`src/rtl/ppl_pkg.sv`:
```
// Notes on behaviour
// - buffer size default 128, never above 4096
// - buffer size written as 16-bit byte count
// - load transfer counter, check status first
// - command 43H reads port, C3H writes
// - block size multiple of 8 bytes
// - block size 10 bits, default 64, max 1016
// - buffer size 33H/B3H, block size 53H
// - never clear skip bit of empty block
// - last-descriptor bitmap marks final entry
// - skip 18H/98H, last-descriptor 99H
// - read active index before adding descriptors
// - completion 17H, active index 1AH, read-only
// - port moves 16-bit words per byte count
package ppl_pkg;
  localparam int CLK_MHZ      = 20;
  localparam int T_STROBE_NS  = 150;
  localparam int STROBE_CYC   = (T_STROBE_NS * CLK_MHZ + 999) / 1000;
  localparam int SYNC_CYC     = 3;
  localparam int ACC_CYC      = STROBE_CYC + SYNC_CYC;
  localparam int T_POLL_US    = 1000;
  localparam int POLL_CYC_DEF = T_POLL_US * CLK_MHZ;
  localparam logic [3:0] TMR_END = 4'(ACC_CYC);
  localparam logic [3:0] TMR_FIN = 4'(ACC_CYC + 1);

  localparam int SW_AW = 8;
  localparam int DW    = 16;
  localparam logic [7:0] A_OP     = 8'h00;
  localparam logic [7:0] A_WDATA  = 8'h04;
  localparam logic [7:0] A_RDATA  = 8'h08;
  localparam logic [7:0] A_PORT   = 8'h0C;
  localparam logic [7:0] A_PWORD  = 8'h10;
  localparam logic [7:0] A_STATUS = 8'h14;
  localparam logic [7:0] A_DONE   = 8'h18;
  localparam logic [7:0] A_ADDR   = 8'h1C;
  localparam logic [7:0] A_CTRL   = 8'h20;
  localparam logic [7:0] A_SIZE   = 8'h24;

  localparam int ST_BUSY = 0;
  localparam int ST_ERR  = 1;
  localparam int ST_EOT  = 2;
  localparam int ST_WAIT = 3;
  localparam int ST_FULL = 4;
  localparam int PORT_DIR = 16;
  localparam int CTRL_POLL = 0;
  localparam int CODE_DIR  = 7;

  localparam logic [7:0] C_DONE_RD = 8'h17;
  localparam logic [7:0] C_SKIP_RD = 8'h18;
  localparam logic [7:0] C_LAST_RD = 8'h19;
  localparam logic [7:0] C_ACT_RD  = 8'h1A;
  localparam logic [7:0] C_BUF_RD  = 8'h33;
  localparam logic [7:0] C_PORT_RD = 8'h43;
  localparam logic [7:0] C_BLK_RD  = 8'h53;
  localparam logic [7:0] C_SKIP_WR = 8'h98;
  localparam logic [7:0] C_LAST_WR = 8'h99;
  localparam logic [7:0] C_BUF_WR  = 8'hB3;
  localparam logic [7:0] C_PORT_WR = 8'hC3;
  localparam logic [7:0] C_BLK_WR  = 8'hD3;

  localparam logic [15:0] BUF_DEF = 16'h0080;
  localparam logic [15:0] BUF_MAX = 16'h1000;
  localparam logic [9:0]  BLK_DEF = 10'h040;

  typedef enum logic [3:0] {
    S_IDLE = 4'h1, S_CMD = 4'h2, S_DATA = 4'h4, S_WAIT = 4'h8
  } ppl_state_t;
  typedef enum logic [3:0] {
    PH_REG = 4'h1, PH_CNT = 4'h2, PH_STAT = 4'h4, PH_PORT = 4'h8
  } ppl_phase_t;

  // two-word register codes
  function automatic logic is32(input logic [7:0] c);
    return c == C_DONE_RD || c == C_SKIP_RD || c == C_LAST_RD ||
           c == C_SKIP_WR || c == C_LAST_WR;
  endfunction

  function automatic logic legal_code(input logic [7:0] c);
    return is32(c) || c == C_ACT_RD || c == C_BUF_RD || c == C_BUF_WR ||
           c == C_BLK_RD || c == C_BLK_WR;
  endfunction
endpackage

```
`src/rtl/ppl_sync.sv`:
```
`timescale 1ns/10ps
`default_nettype none
module ppl_sync #(
  parameter int W = 17
) (
  input  wire logic         clk,
  input  wire logic         rstn,
  input  wire logic [W-1:0] d,
  output logic      [W-1:0] q
);
  typedef struct packed {
    logic [W-1:0] s1;
    logic [W-1:0] s2;
    logic [W-1:0] s3;
    logic [W-1:0] q;
  } ppl_sync_st_t;
  ppl_sync_st_t st_reg;
  ppl_sync_st_t st_next;

  // three stages, accept bits where stages two and three agree
  always_comb begin
    st_next    = st_reg;
    st_next.s1 = d;
    st_next.s2 = st_reg.s1;
    st_next.s3 = st_reg.s2;
    st_next.q  = (st_reg.s2 & st_reg.s3) | (st_reg.q & (st_reg.s2 ^ st_reg.s3));
  end

  always_ff @(posedge clk or negedge rstn) begin
    if (!rstn) begin
      st_reg <= '{default: '1};
    end else begin
      st_reg <= st_next;
    end
  end

  assign q = st_reg.q;
endmodule
`default_nettype wire

```
`src/rtl/ppl_host.sv`:
```
// Our own choice: the address-and-strobe port.
`timescale 1ns/10ps
`default_nettype none
module ppl_host #(
  parameter int         POLL_CYC     = ppl_pkg::POLL_CYC_DEF,
  parameter logic [7:0] CNT_WR_CODE  = 8'h22,
  parameter logic [7:0] STAT_RD_CODE = 8'h2C
) (
  input  wire logic                       clk,
  input  wire logic                       rstn,
  input  wire logic [ppl_pkg::SW_AW-1:0] sw_addr,
  input  wire logic [31:0]               sw_wdata,
  input  wire logic                       sw_wr,
  input  wire logic                       sw_rd,
  output logic      [31:0]               sw_rdata,
  output logic                            dev_cs_n,
  output logic                            dev_rd_n,
  output logic                            dev_wr_n,
  output logic                            dev_a0,
  output logic      [ppl_pkg::DW-1:0]    dev_data_o,
  output logic                            dev_data_oe_n,
  input  wire logic [ppl_pkg::DW-1:0]    dev_data_i,
  input  wire logic                       dev_irq_n
);
  import ppl_pkg::*;

  typedef struct packed {
    ppl_state_t  state;
    ppl_phase_t  phase;
    logic [7:0]  code;
    logic        dir_wr;
    logic [15:0] nwords;
    logic [15:0] widx;
    logic [3:0]  tmr;
    logic [31:0] wdata;
    logic [31:0] rdata;
    logic [15:0] pword;
    logic        pword_full;
    logic [15:0] pcount;
    logic        pdir;
    logic [15:0] buf_size;
    logic [9:0]  blk_size;
    logic [4:0]  active;
    logic [31:0] done_acc;
    logic [15:0] buf_stat;
    logic        err;
    logic        eot;
    logic        irq_prev;
    logic        poll_en;
    logic        poll_pend;
    logic [15:0] poll_cnt;
    logic [31:0] sw_rdata;
    logic        cs_n;
    logic        rd_n;
    logic        wr_n;
    logic        a0;
    logic [15:0] dout;
    logic        oe_n;
  } ppl_host_st_t;

  localparam logic [15:0] POLL_RLD = 16'(POLL_CYC - 1);
  localparam ppl_host_st_t ST_RST = '{state: S_IDLE, phase: PH_REG,
    buf_size: BUF_DEF, blk_size: BLK_DEF, irq_prev: 1'b1, poll_cnt: POLL_RLD,
    cs_n: 1'b1, rd_n: 1'b1, wr_n: 1'b1, oe_n: 1'b1, default: '0};

  ppl_host_st_t st_reg;
  ppl_host_st_t st_next;
  logic [16:0]  sync_q;
  logic [15:0]  din;
  logic         irq_s;
  logic [31:0]  done_new;
  logic [15:0]  rem;
  logic         is_cmd;
  logic         bad;

  // pin inputs cross into the clock domain
  ppl_sync #(.W(17)) u_sync (
    .clk  (clk),
    .rstn (rstn),
    .d    ({dev_irq_n, dev_data_i}),
    .q    (sync_q)
  );
  assign din   = sync_q[15:0];
  assign irq_s = sync_q[16];

  // software decode, sequencer and device pin drive
  always_comb begin
    st_next  = st_reg;
    done_new = '0;
    rem      = st_reg.nwords;
    is_cmd   = st_reg.state == S_CMD;
    bad      = 1'b0;
    case (sw_addr)
      A_WDATA:  st_next.sw_rdata = st_reg.wdata;
      A_RDATA:  st_next.sw_rdata = st_reg.rdata;
      A_PORT:   st_next.sw_rdata = {15'h0, st_reg.pdir, st_reg.pcount};
      A_PWORD:  st_next.sw_rdata = {16'h0, st_reg.pword};
      A_STATUS: st_next.sw_rdata = {st_reg.buf_stat, 11'h0, st_reg.pword_full,
                  st_reg.state == S_WAIT, st_reg.eot, st_reg.err,
                  st_reg.state != S_IDLE || st_reg.poll_pend}; // pending poll counts busy
      A_DONE:   st_next.sw_rdata = st_reg.done_acc;
      A_ADDR:   st_next.sw_rdata = {16'(st_reg.active) * 16'(st_reg.blk_size),
                  11'h0, st_reg.active};
      A_CTRL:   st_next.sw_rdata = {31'h0, st_reg.poll_en};
      A_SIZE:   st_next.sw_rdata = {6'h0, st_reg.blk_size, st_reg.buf_size};
      default:  st_next.sw_rdata = 32'h0;
    endcase
    if (!sw_rd) begin
      st_next.sw_rdata = 32'h0;
    end
    // software side effects
    if (sw_rd && sw_addr == A_PWORD && !st_reg.pdir) begin
      st_next.pword_full = 1'b0;
    end
    if (sw_wr && sw_addr == A_PWORD) begin
      if (st_reg.state != S_IDLE && st_reg.phase != PH_REG && st_reg.pdir &&
          !st_reg.pword_full) begin
        st_next.pword      = sw_wdata[15:0];
        st_next.pword_full = 1'b1;
      end else begin
        bad = 1'b1;
      end
    end
    if (sw_wr && sw_addr == A_WDATA) begin
      st_next.wdata = sw_wdata;
    end
    if (sw_wr && sw_addr == A_CTRL) begin
      st_next.poll_en = sw_wdata[CTRL_POLL];
    end
    if (sw_wr && sw_addr == A_STATUS) begin
      st_next.err = st_reg.err & ~sw_wdata[ST_ERR];
      st_next.eot = st_reg.eot & ~sw_wdata[ST_EOT];
    end
    // falling interrupt pin marks transfers ended, set wins
    st_next.irq_prev = irq_s;
    if (st_reg.irq_prev && !irq_s) begin
      st_next.eot = 1'b1;
    end
    // millisecond completion poll
    if (st_reg.poll_en) begin
      if (st_reg.poll_cnt == 16'h0) begin
        st_next.poll_cnt  = POLL_RLD;
        st_next.poll_pend = 1'b1;
      end else begin
        st_next.poll_cnt = st_reg.poll_cnt - 16'h1;
      end
    end
    case (st_reg.state)
      S_IDLE: begin
        st_next.tmr  = 4'h0;
        st_next.widx = 16'h0;
        if (sw_wr && sw_addr == A_OP) begin
          if (!legal_code(sw_wdata[7:0]) ||
              (sw_wdata[7:0] == C_BUF_WR && st_reg.wdata[15:0] > BUF_MAX) ||
              (sw_wdata[7:0] == C_BLK_WR && (st_reg.wdata[15:10] != 6'h0 ||
               st_reg.wdata[2:0] != 3'h0))) begin
            bad = 1'b1;
          end else begin
            st_next.code   = sw_wdata[7:0];
            st_next.dir_wr = sw_wdata[CODE_DIR];
            st_next.nwords = is32(sw_wdata[7:0]) ? 16'h2 : 16'h1;
            st_next.rdata  = 32'h0;
            st_next.phase  = PH_REG;
            st_next.state  = S_CMD;
            if (sw_wdata[7:0] == C_BUF_WR) begin
              st_next.buf_size = st_reg.wdata[15:0];
            end
            if (sw_wdata[7:0] == C_BLK_WR) begin
              st_next.blk_size = st_reg.wdata[9:0];
            end
          end
        end else if (sw_wr && sw_addr == A_PORT) begin
          if (sw_wdata[15:0] == 16'h0 || sw_wdata[15:0] > st_reg.buf_size) begin
            bad = 1'b1;
          end else begin
            st_next.pcount     = sw_wdata[15:0];
            st_next.pdir       = sw_wdata[PORT_DIR];
            st_next.pword_full = 1'b0;
            st_next.code       = CNT_WR_CODE;
            st_next.dir_wr     = 1'b1;
            st_next.nwords     = 16'h1;
            st_next.phase      = PH_CNT;
            st_next.state      = S_CMD;
          end
        end else if (st_reg.poll_pend) begin
          st_next.poll_pend = st_reg.poll_en && st_reg.poll_cnt == 16'h0; // set wins
          st_next.code      = C_DONE_RD;
          st_next.dir_wr    = 1'b0;
          st_next.nwords    = 16'h2;
          st_next.rdata     = 32'h0;
          st_next.phase     = PH_REG;
          st_next.state     = S_CMD;
        end
      end
      S_CMD, S_DATA: begin
        st_next.tmr = st_reg.tmr + 4'h1;
        if (st_reg.tmr < TMR_END) begin
          st_next.cs_n = 1'b0;
          st_next.a0   = is_cmd;
          st_next.wr_n = !(is_cmd || st_reg.dir_wr);
          st_next.rd_n = is_cmd || st_reg.dir_wr;
          st_next.oe_n = !(is_cmd || st_reg.dir_wr);
          if (is_cmd) begin
            st_next.dout = {8'h0, st_reg.code};
          end else if (st_reg.phase == PH_REG) begin
            st_next.dout = st_reg.widx[0] ? st_reg.wdata[31:16] : st_reg.wdata[15:0];
          end else if (st_reg.phase == PH_CNT) begin
            st_next.dout = st_reg.pcount;
          end else begin
            st_next.dout = st_reg.pword;
          end
        end else if (st_reg.tmr == TMR_END) begin
          st_next.cs_n = 1'b1;
          st_next.rd_n = 1'b1;
          st_next.wr_n = 1'b1;
          st_next.oe_n = 1'b1;
          st_next.a0   = 1'b0;
          if (!is_cmd && !st_reg.dir_wr) begin
            if (st_reg.phase == PH_REG && st_reg.widx[0]) begin
              st_next.rdata[31:16] = din;
            end else if (st_reg.phase == PH_REG) begin
              st_next.rdata[15:0] = din;
            end else if (st_reg.phase == PH_STAT) begin
              st_next.buf_stat = din;
            end else begin
              st_next.pword      = din;
              st_next.pword_full = 1'b1;
            end
          end
        end else begin
          st_next.tmr = 4'h0;
          if (!is_cmd) begin
            rem          = st_reg.nwords - 16'h1;
            st_next.widx = st_reg.widx + 16'h1;
            if (st_reg.phase == PH_PORT && st_reg.pdir) begin
              st_next.pword_full = 1'b0;
            end
          end
          st_next.nwords = rem;
          if (rem != 16'h0) begin
            if (st_reg.phase == PH_PORT && (st_reg.pdir != st_next.pword_full)) begin
              st_next.state = S_WAIT;
            end else begin
              st_next.state = S_DATA;
            end
          end else begin
            st_next.widx = 16'h0;
            case (st_reg.phase)
              PH_CNT: begin
                st_next.phase  = PH_STAT;
                st_next.code   = STAT_RD_CODE;
                st_next.dir_wr = 1'b0;
                st_next.nwords = 16'h1;
                st_next.state  = S_CMD;
              end
              PH_STAT: begin
                st_next.phase  = PH_PORT;
                st_next.code   = st_reg.pdir ? C_PORT_WR : C_PORT_RD;
                st_next.dir_wr = st_reg.pdir;
                st_next.nwords = (st_reg.pcount >> 1) + {15'h0, st_reg.pcount[0]};
                st_next.state  = S_CMD;
              end
              default: begin
                st_next.state = S_IDLE;
                if (st_reg.phase == PH_REG) begin
                  case (st_reg.code)
                    C_DONE_RD: done_new = st_reg.rdata;
                    C_ACT_RD:  st_next.active = st_reg.rdata[4:0];
                    C_BUF_RD:  st_next.buf_size = st_reg.rdata[15:0];
                    C_BLK_RD:  st_next.blk_size = st_reg.rdata[9:0];
                    default:   st_next.active = st_reg.active;
                  endcase
                end
              end
            endcase
          end
        end
      end
      S_WAIT: begin
        if (st_reg.pdir == st_reg.pword_full) begin
          st_next.state = S_DATA;
        end
      end
      default: st_next.state = S_IDLE;
    endcase
    // completion bits caught during a read stay for the next one
    st_next.done_acc = ((sw_rd && sw_addr == A_DONE) ? 32'h0 : st_reg.done_acc)
                       | done_new;
    if (bad || (sw_wr && (sw_addr == A_OP || sw_addr == A_PORT) &&
        st_reg.state != S_IDLE)) begin
      st_next.err = 1'b1;
    end
  end

  // single state register
  always_ff @(posedge clk or negedge rstn) begin
    if (!rstn) begin
      st_reg <= ST_RST;
    end else begin
      st_reg <= st_next;
    end
  end

  // outputs straight from flops
  assign sw_rdata      = st_reg.sw_rdata;
  assign dev_cs_n      = st_reg.cs_n;
  assign dev_rd_n      = st_reg.rd_n;
  assign dev_wr_n      = st_reg.wr_n;
  assign dev_a0        = st_reg.a0;
  assign dev_data_o    = st_reg.dout;
  assign dev_data_oe_n = st_reg.oe_n;
endmodule
`default_nettype wire

```
`config.mk`:
```
export PLATFORM = sky130hd
export DESIGN_NAME = ppl_host
export DESIGN_NICKNAME = d
export VERILOG_FILES = /design/src/rtl/ppl_pkg.sv /design/src/rtl/ppl_sync.sv /design/src/rtl/ppl_host.sv
export SDC_FILE = /design/constraint.sdc
export NUM_CORES = 1
export LEC_CHECK = 0
export BUFFER_PORTS_ARGS = -buffer_cell sky130_fd_sc_hd__buf_4
export CORE_UTILIZATION = 40
export DETAILED_ROUTE_END_ITERATION = 10
export GPL_TIMING_DRIVEN = 0
export MAX_ROUTING_LAYER = met4
export PLACE_DENSITY = 0.64
export RECOVER_POWER = 25
export SYNTH_ARGS = -nofsm -noshare
export SYNTH_HDL_FRONTEND = slang
export SYNTH_SLANG_ARGS = --single-unit
```
`constraint.sdc`:
```
create_clock -name clk -period 4.89 [get_ports clk]
set_input_delay 0.978 -clock clk [delete_from_list [all_inputs] [get_ports clk]]
set_output_delay 0.978 -clock clk [all_outputs]
set_load 0.01 [all_outputs]
```
==> run_results.csv <==
group,metric,value,unit
clock_network,ctsRootBufferMaster,"clkbuf_16",
worst_setup_path,cp-end-kind,"flip-flop",
grt,grt_overflow,0,
logic_synthesis,ys_seq_area_frac,0.4728,
grt,grt_max_degree,118,
grt,antenna_found_initial,0,
worst_setup_path,crit_required,5330,ps
place,place_hpwl,44930,um
worst_setup_path,cpMostUsedCell,"fa_1",
logic_synthesis,synth_top_cell_area_share,0.3556,
route,drtIter0Drc,1562,
place,gp_congestion,0.9712,
clock_network,cts_hold_buf,0,
clock_network,clock_latency,570,ps
job,drv_cap,1,
route,detail_route.wl_per_cell,23.24,um
logic_synthesis,synthArstFlopShare,1.000,
logic_synthesis,synthTopCellsByArea,"dfrtp_1 36%, dfstp_2 12%, mux2_2 4.8%, ha_1 4.1%, a22oi_1 3.3%",
die,die_w,220.3,um
power_and_ir_drop,p_per_area,393.1,mW/mm2
power_and_ir_drop,power,8.715,mW
worst_setup_path,critPathMaxFanout,10,
timing,rsz0062_at_grt,"no",
grt,track_usage,0.2621,
timing,max_clock_freq,222.0,MHz
timing,tightest_slew,2683,ps
worst_setup_path,path_class,"flip-flop to flip-flop",
route,drc_errors,11,
run_status,failed_checks,"design-rule violations, max-capacitance violations, max-slew violations",
die,die_height,220.3,um
timing,slew_viol_final,43,
timing,finalCritPeriodShare,0.9211,
logic_synthesis,synth_top_cell_by_area,"dfrtp_1",
power_and_ir_drop,power_leakage,10.09,nW
layout,drive_gt1_frac,0.2203,
layout,diodes,0,
route,drtPass1Iterations,11,
die,ioPinCount,114,
power_and_ir_drop,ir_drop,285.9,uV
clock_network,cts-htree-levels,2,
die,placementRows,79,
logic_synthesis,synth_edf_count,0,
timing,setup_viol,0,
clock_network,cts_made_buffers,42,
worst_setup_path,slowest_delay,570,ps
logic_synthesis,ys_types,91,
die,dieArea,0.04855,mm2
hold_path,hold_class,"flip-flop to flip-flop",
grt,grt_pass1_vias,14990,
die,initial_utilization,0.4078,
grt,grt_first_pass_wirelength,91900,um
logic_synthesis,synthFlopType,"dfrtp_1",
route,vias_per_cell,5.864,
die,coreArea,0.04675,mm2
worst_setup_path,cp_slowest_cell,"fa_1",
layout,area_growth,16.27,%
logic_synthesis,synth_area,0.01907,mm2
timing,timing.hold.ws,355.0,ps
logic_synthesis,synth_cells,1818,
place,io_buffer_count,113,
run_status,status,"finished, violations left",
logic_synthesis,synth-seq-cells,356,
timing,fin_crit,4504,ps
layout,largest_reg_flops,236,
timing,maxSlewHeadroom,-0.7888,
route,vias,15350,
logic_synthesis,syn_nets,1966,
clock_network,cts.sinks,356,
timing,final.setup_skew,22.94,ps
layout,fillCellCount,4361,
worst_setup_path,cp.arrival,4940,ps
logic_synthesis,synth_warnings,0,
worst_setup_path,start_kind,"flip-flop",
clock_network,cts_tree,"yes",
route,antenna_left,0,
clock_network,cts_buffer_depth,3,
logic_synthesis,syn_avg_cell_area,10.49,um2
route,drt-total-wl,60850,um
layout,nets,2127,
clock_network,path_clk_slew,60,ps
timing,hold_viol_final,0,
worst_setup_path,crit_path_cell_trace,"clkbuf_1 -> nand2_1 -> fa_1 -> fa_1 -> fa_1 -> inv_1 -> ha_1 -> nor2b_1 -> o21ai_0 -> a21boi_1 -> o211ai_1 -> a31oi_1 -> xnor2_1 -> nand2_1 -> a31oi_1",
## final timing paths
| kind | cells after the start | slack, ps | from | endpoint |
|---|---|---|---|---|
| setup / recovery | 15 | 390 | st_reg[124]$_DFFE_PN0P_ | sw_rdata[30]$_DFF_PN0_ |
| hold / removal | 0 | 350 | u_sync.st_next[45]$_DFF_PN1_ | u_sync.st_next[28]$_DFF_PN1_ |
| setup reg to reg | 15 | 390 | st_reg[124]$_DFFE_PN0P_ | sw_rdata[30]$_DFF_PN0_ |
| hold reg to reg | 0 | 350 | u_sync.st_next[45]$_DFF_PN1_ | u_sync.st_next[28]$_DFF_PN1_ |
| max in group asynchronous | 3 | 1600 | rstn | sw_rdata[5]$_DFF_PN0_ |
| min in group asynchronous | 1 | 1280 | rstn | st_reg[182]$_DFF_PN0_ |
## per-stage QoR
| step | cell area, um2 | utilization | worst slack [ps] | TNS [ps] | std cells |
|---|---|---|---|---|---|
| floorplan | 19070 | - | 1200 | 0 | 1818 |
| global placement | 20680 | 0.4422 | -573.9 | -143980 | 2538 |
| detailed placement | 20790 | 0.4446 | 283.4 | 0 | 2542 |
| CTS | 22190 | 0.4745 | 242.8 | 0 | 2618 |
| global route | 22170 | 0.4742 | 46.23 | 0 | 2618 |
| finish | 22170 | 0.4742 | 385.6 | 0 | 2618 |
## layout by cell type, fill, tap and decap left out, types with 9 or more instances in the layout
cell type	count
a21oi_1	81
nor4_1	20
buf_2	12
nand2_1	159
nand3_1	51
fa_1	24
nand4_1	11
dfrtp_1	271
a221oi_1	9
xnor2_1	23
a311oi_1	10
mux2_4	9
xor2_1	13
clkbuf_16	46
nor2_1	85
clkbuf_1	91
a22oi_1	83
nor3_1	28
ha_1	63
buf_4	150
dfstp_1	18
a21o_1	26
clkbuf_4	16
or3_1	9
nand3b_1	10
a31oi_1	29
dfstp_2	67
and2_1	38
a22o_1	35
nor2b_1	17
o21ai_0	91
or4_1	12
inv_1	105
a211oi_1	12
mux2i_1	42
mux2_2	82
## cells by family (layout without fill, tap and decap cells)
logic type | Yosys count | after routing | share of synthesized area
flops | 356 | 356 | 0.4728
mux | 140 | 140 | 0.08169
simple gates | 496 | 496 | 0.1364
fa+ha+maj | 87 | 87 | 0.06654
compound gates | 445 | 445 | 0.1608
xor+xnor | 37 | 37 | 0.01739
buf+inv | 257 | 450 | 0.06444
## cell type report
type | count | area, um2 | area share
buffer | 152 | 834.6 | 0.03764
clock buffer | 63 | 1265 | 0.05706
clock inverter | 13 | 133.9 | 0.006039
inverter | 105 | 394.1 | 0.01778
multi-input combinational | 1205 | 8837 | 0.3986
sequential | 356 | 9015 | 0.4066
tap | 607 | 759.5 | 0.03426
timing repair buffer | 117 | 930.9 | 0.04199
## per-layer routing
layer  track usage  share of wire  up-vias
met5             -              0        -
met4        0.1078          0.042        0
met3       0.06845          0.098      163
met2        0.3782           0.43      754
met1        0.3484           0.43     7606
li1              -              -     6829
## cell usage after synthesis (17+ instances only)
cell type and count:
a22o_1 35, dfrtp_1 271, o21ai_0 91, nor2b_1 17, buf_4 54, a31oi_1 29, mux2i_1 42, nor2_1 85
mux2_2 82, fa_1 24, inv_1 105, nand2_1 159, nand3_1 51, clkbuf_1 77, nor4_1 21, a21oi_1 81
a22oi_1 83, a21o_1 26, and2_1 38, dfstp_2 85, nor3_1 28, ha_1 63, xnor2_1 23
## power by group
part / leakage [nW] / internal [mW] / switching, mW
Combinational: 4.90 / 0.810 / 1.23
Clock: 0.690 / 1.90 / 1.28
Sequential: 4.50 / 3.25 / 0.247
## worst max-delay path: cells and delay by family, from the launching register on
kind,cells,cell delay [ps]
XOR/XNOR,1,160
flip-flops,1,380
AO/OA/AOI/OAI,5,1250
AND/OR/NAND/NOR,3,350
buffers and inverters,2,430
adder cells (fa/ha/maj),4,1790
## what timing repair did
item,4_1_cts,5_1_grt
buffers inserted,0,0
endpoints found under the hold margin,0,0
endpoints found under the setup margin,0,1
gates resized for setup,0,1
Note: power is estimated with default switching activity, not from simulation.
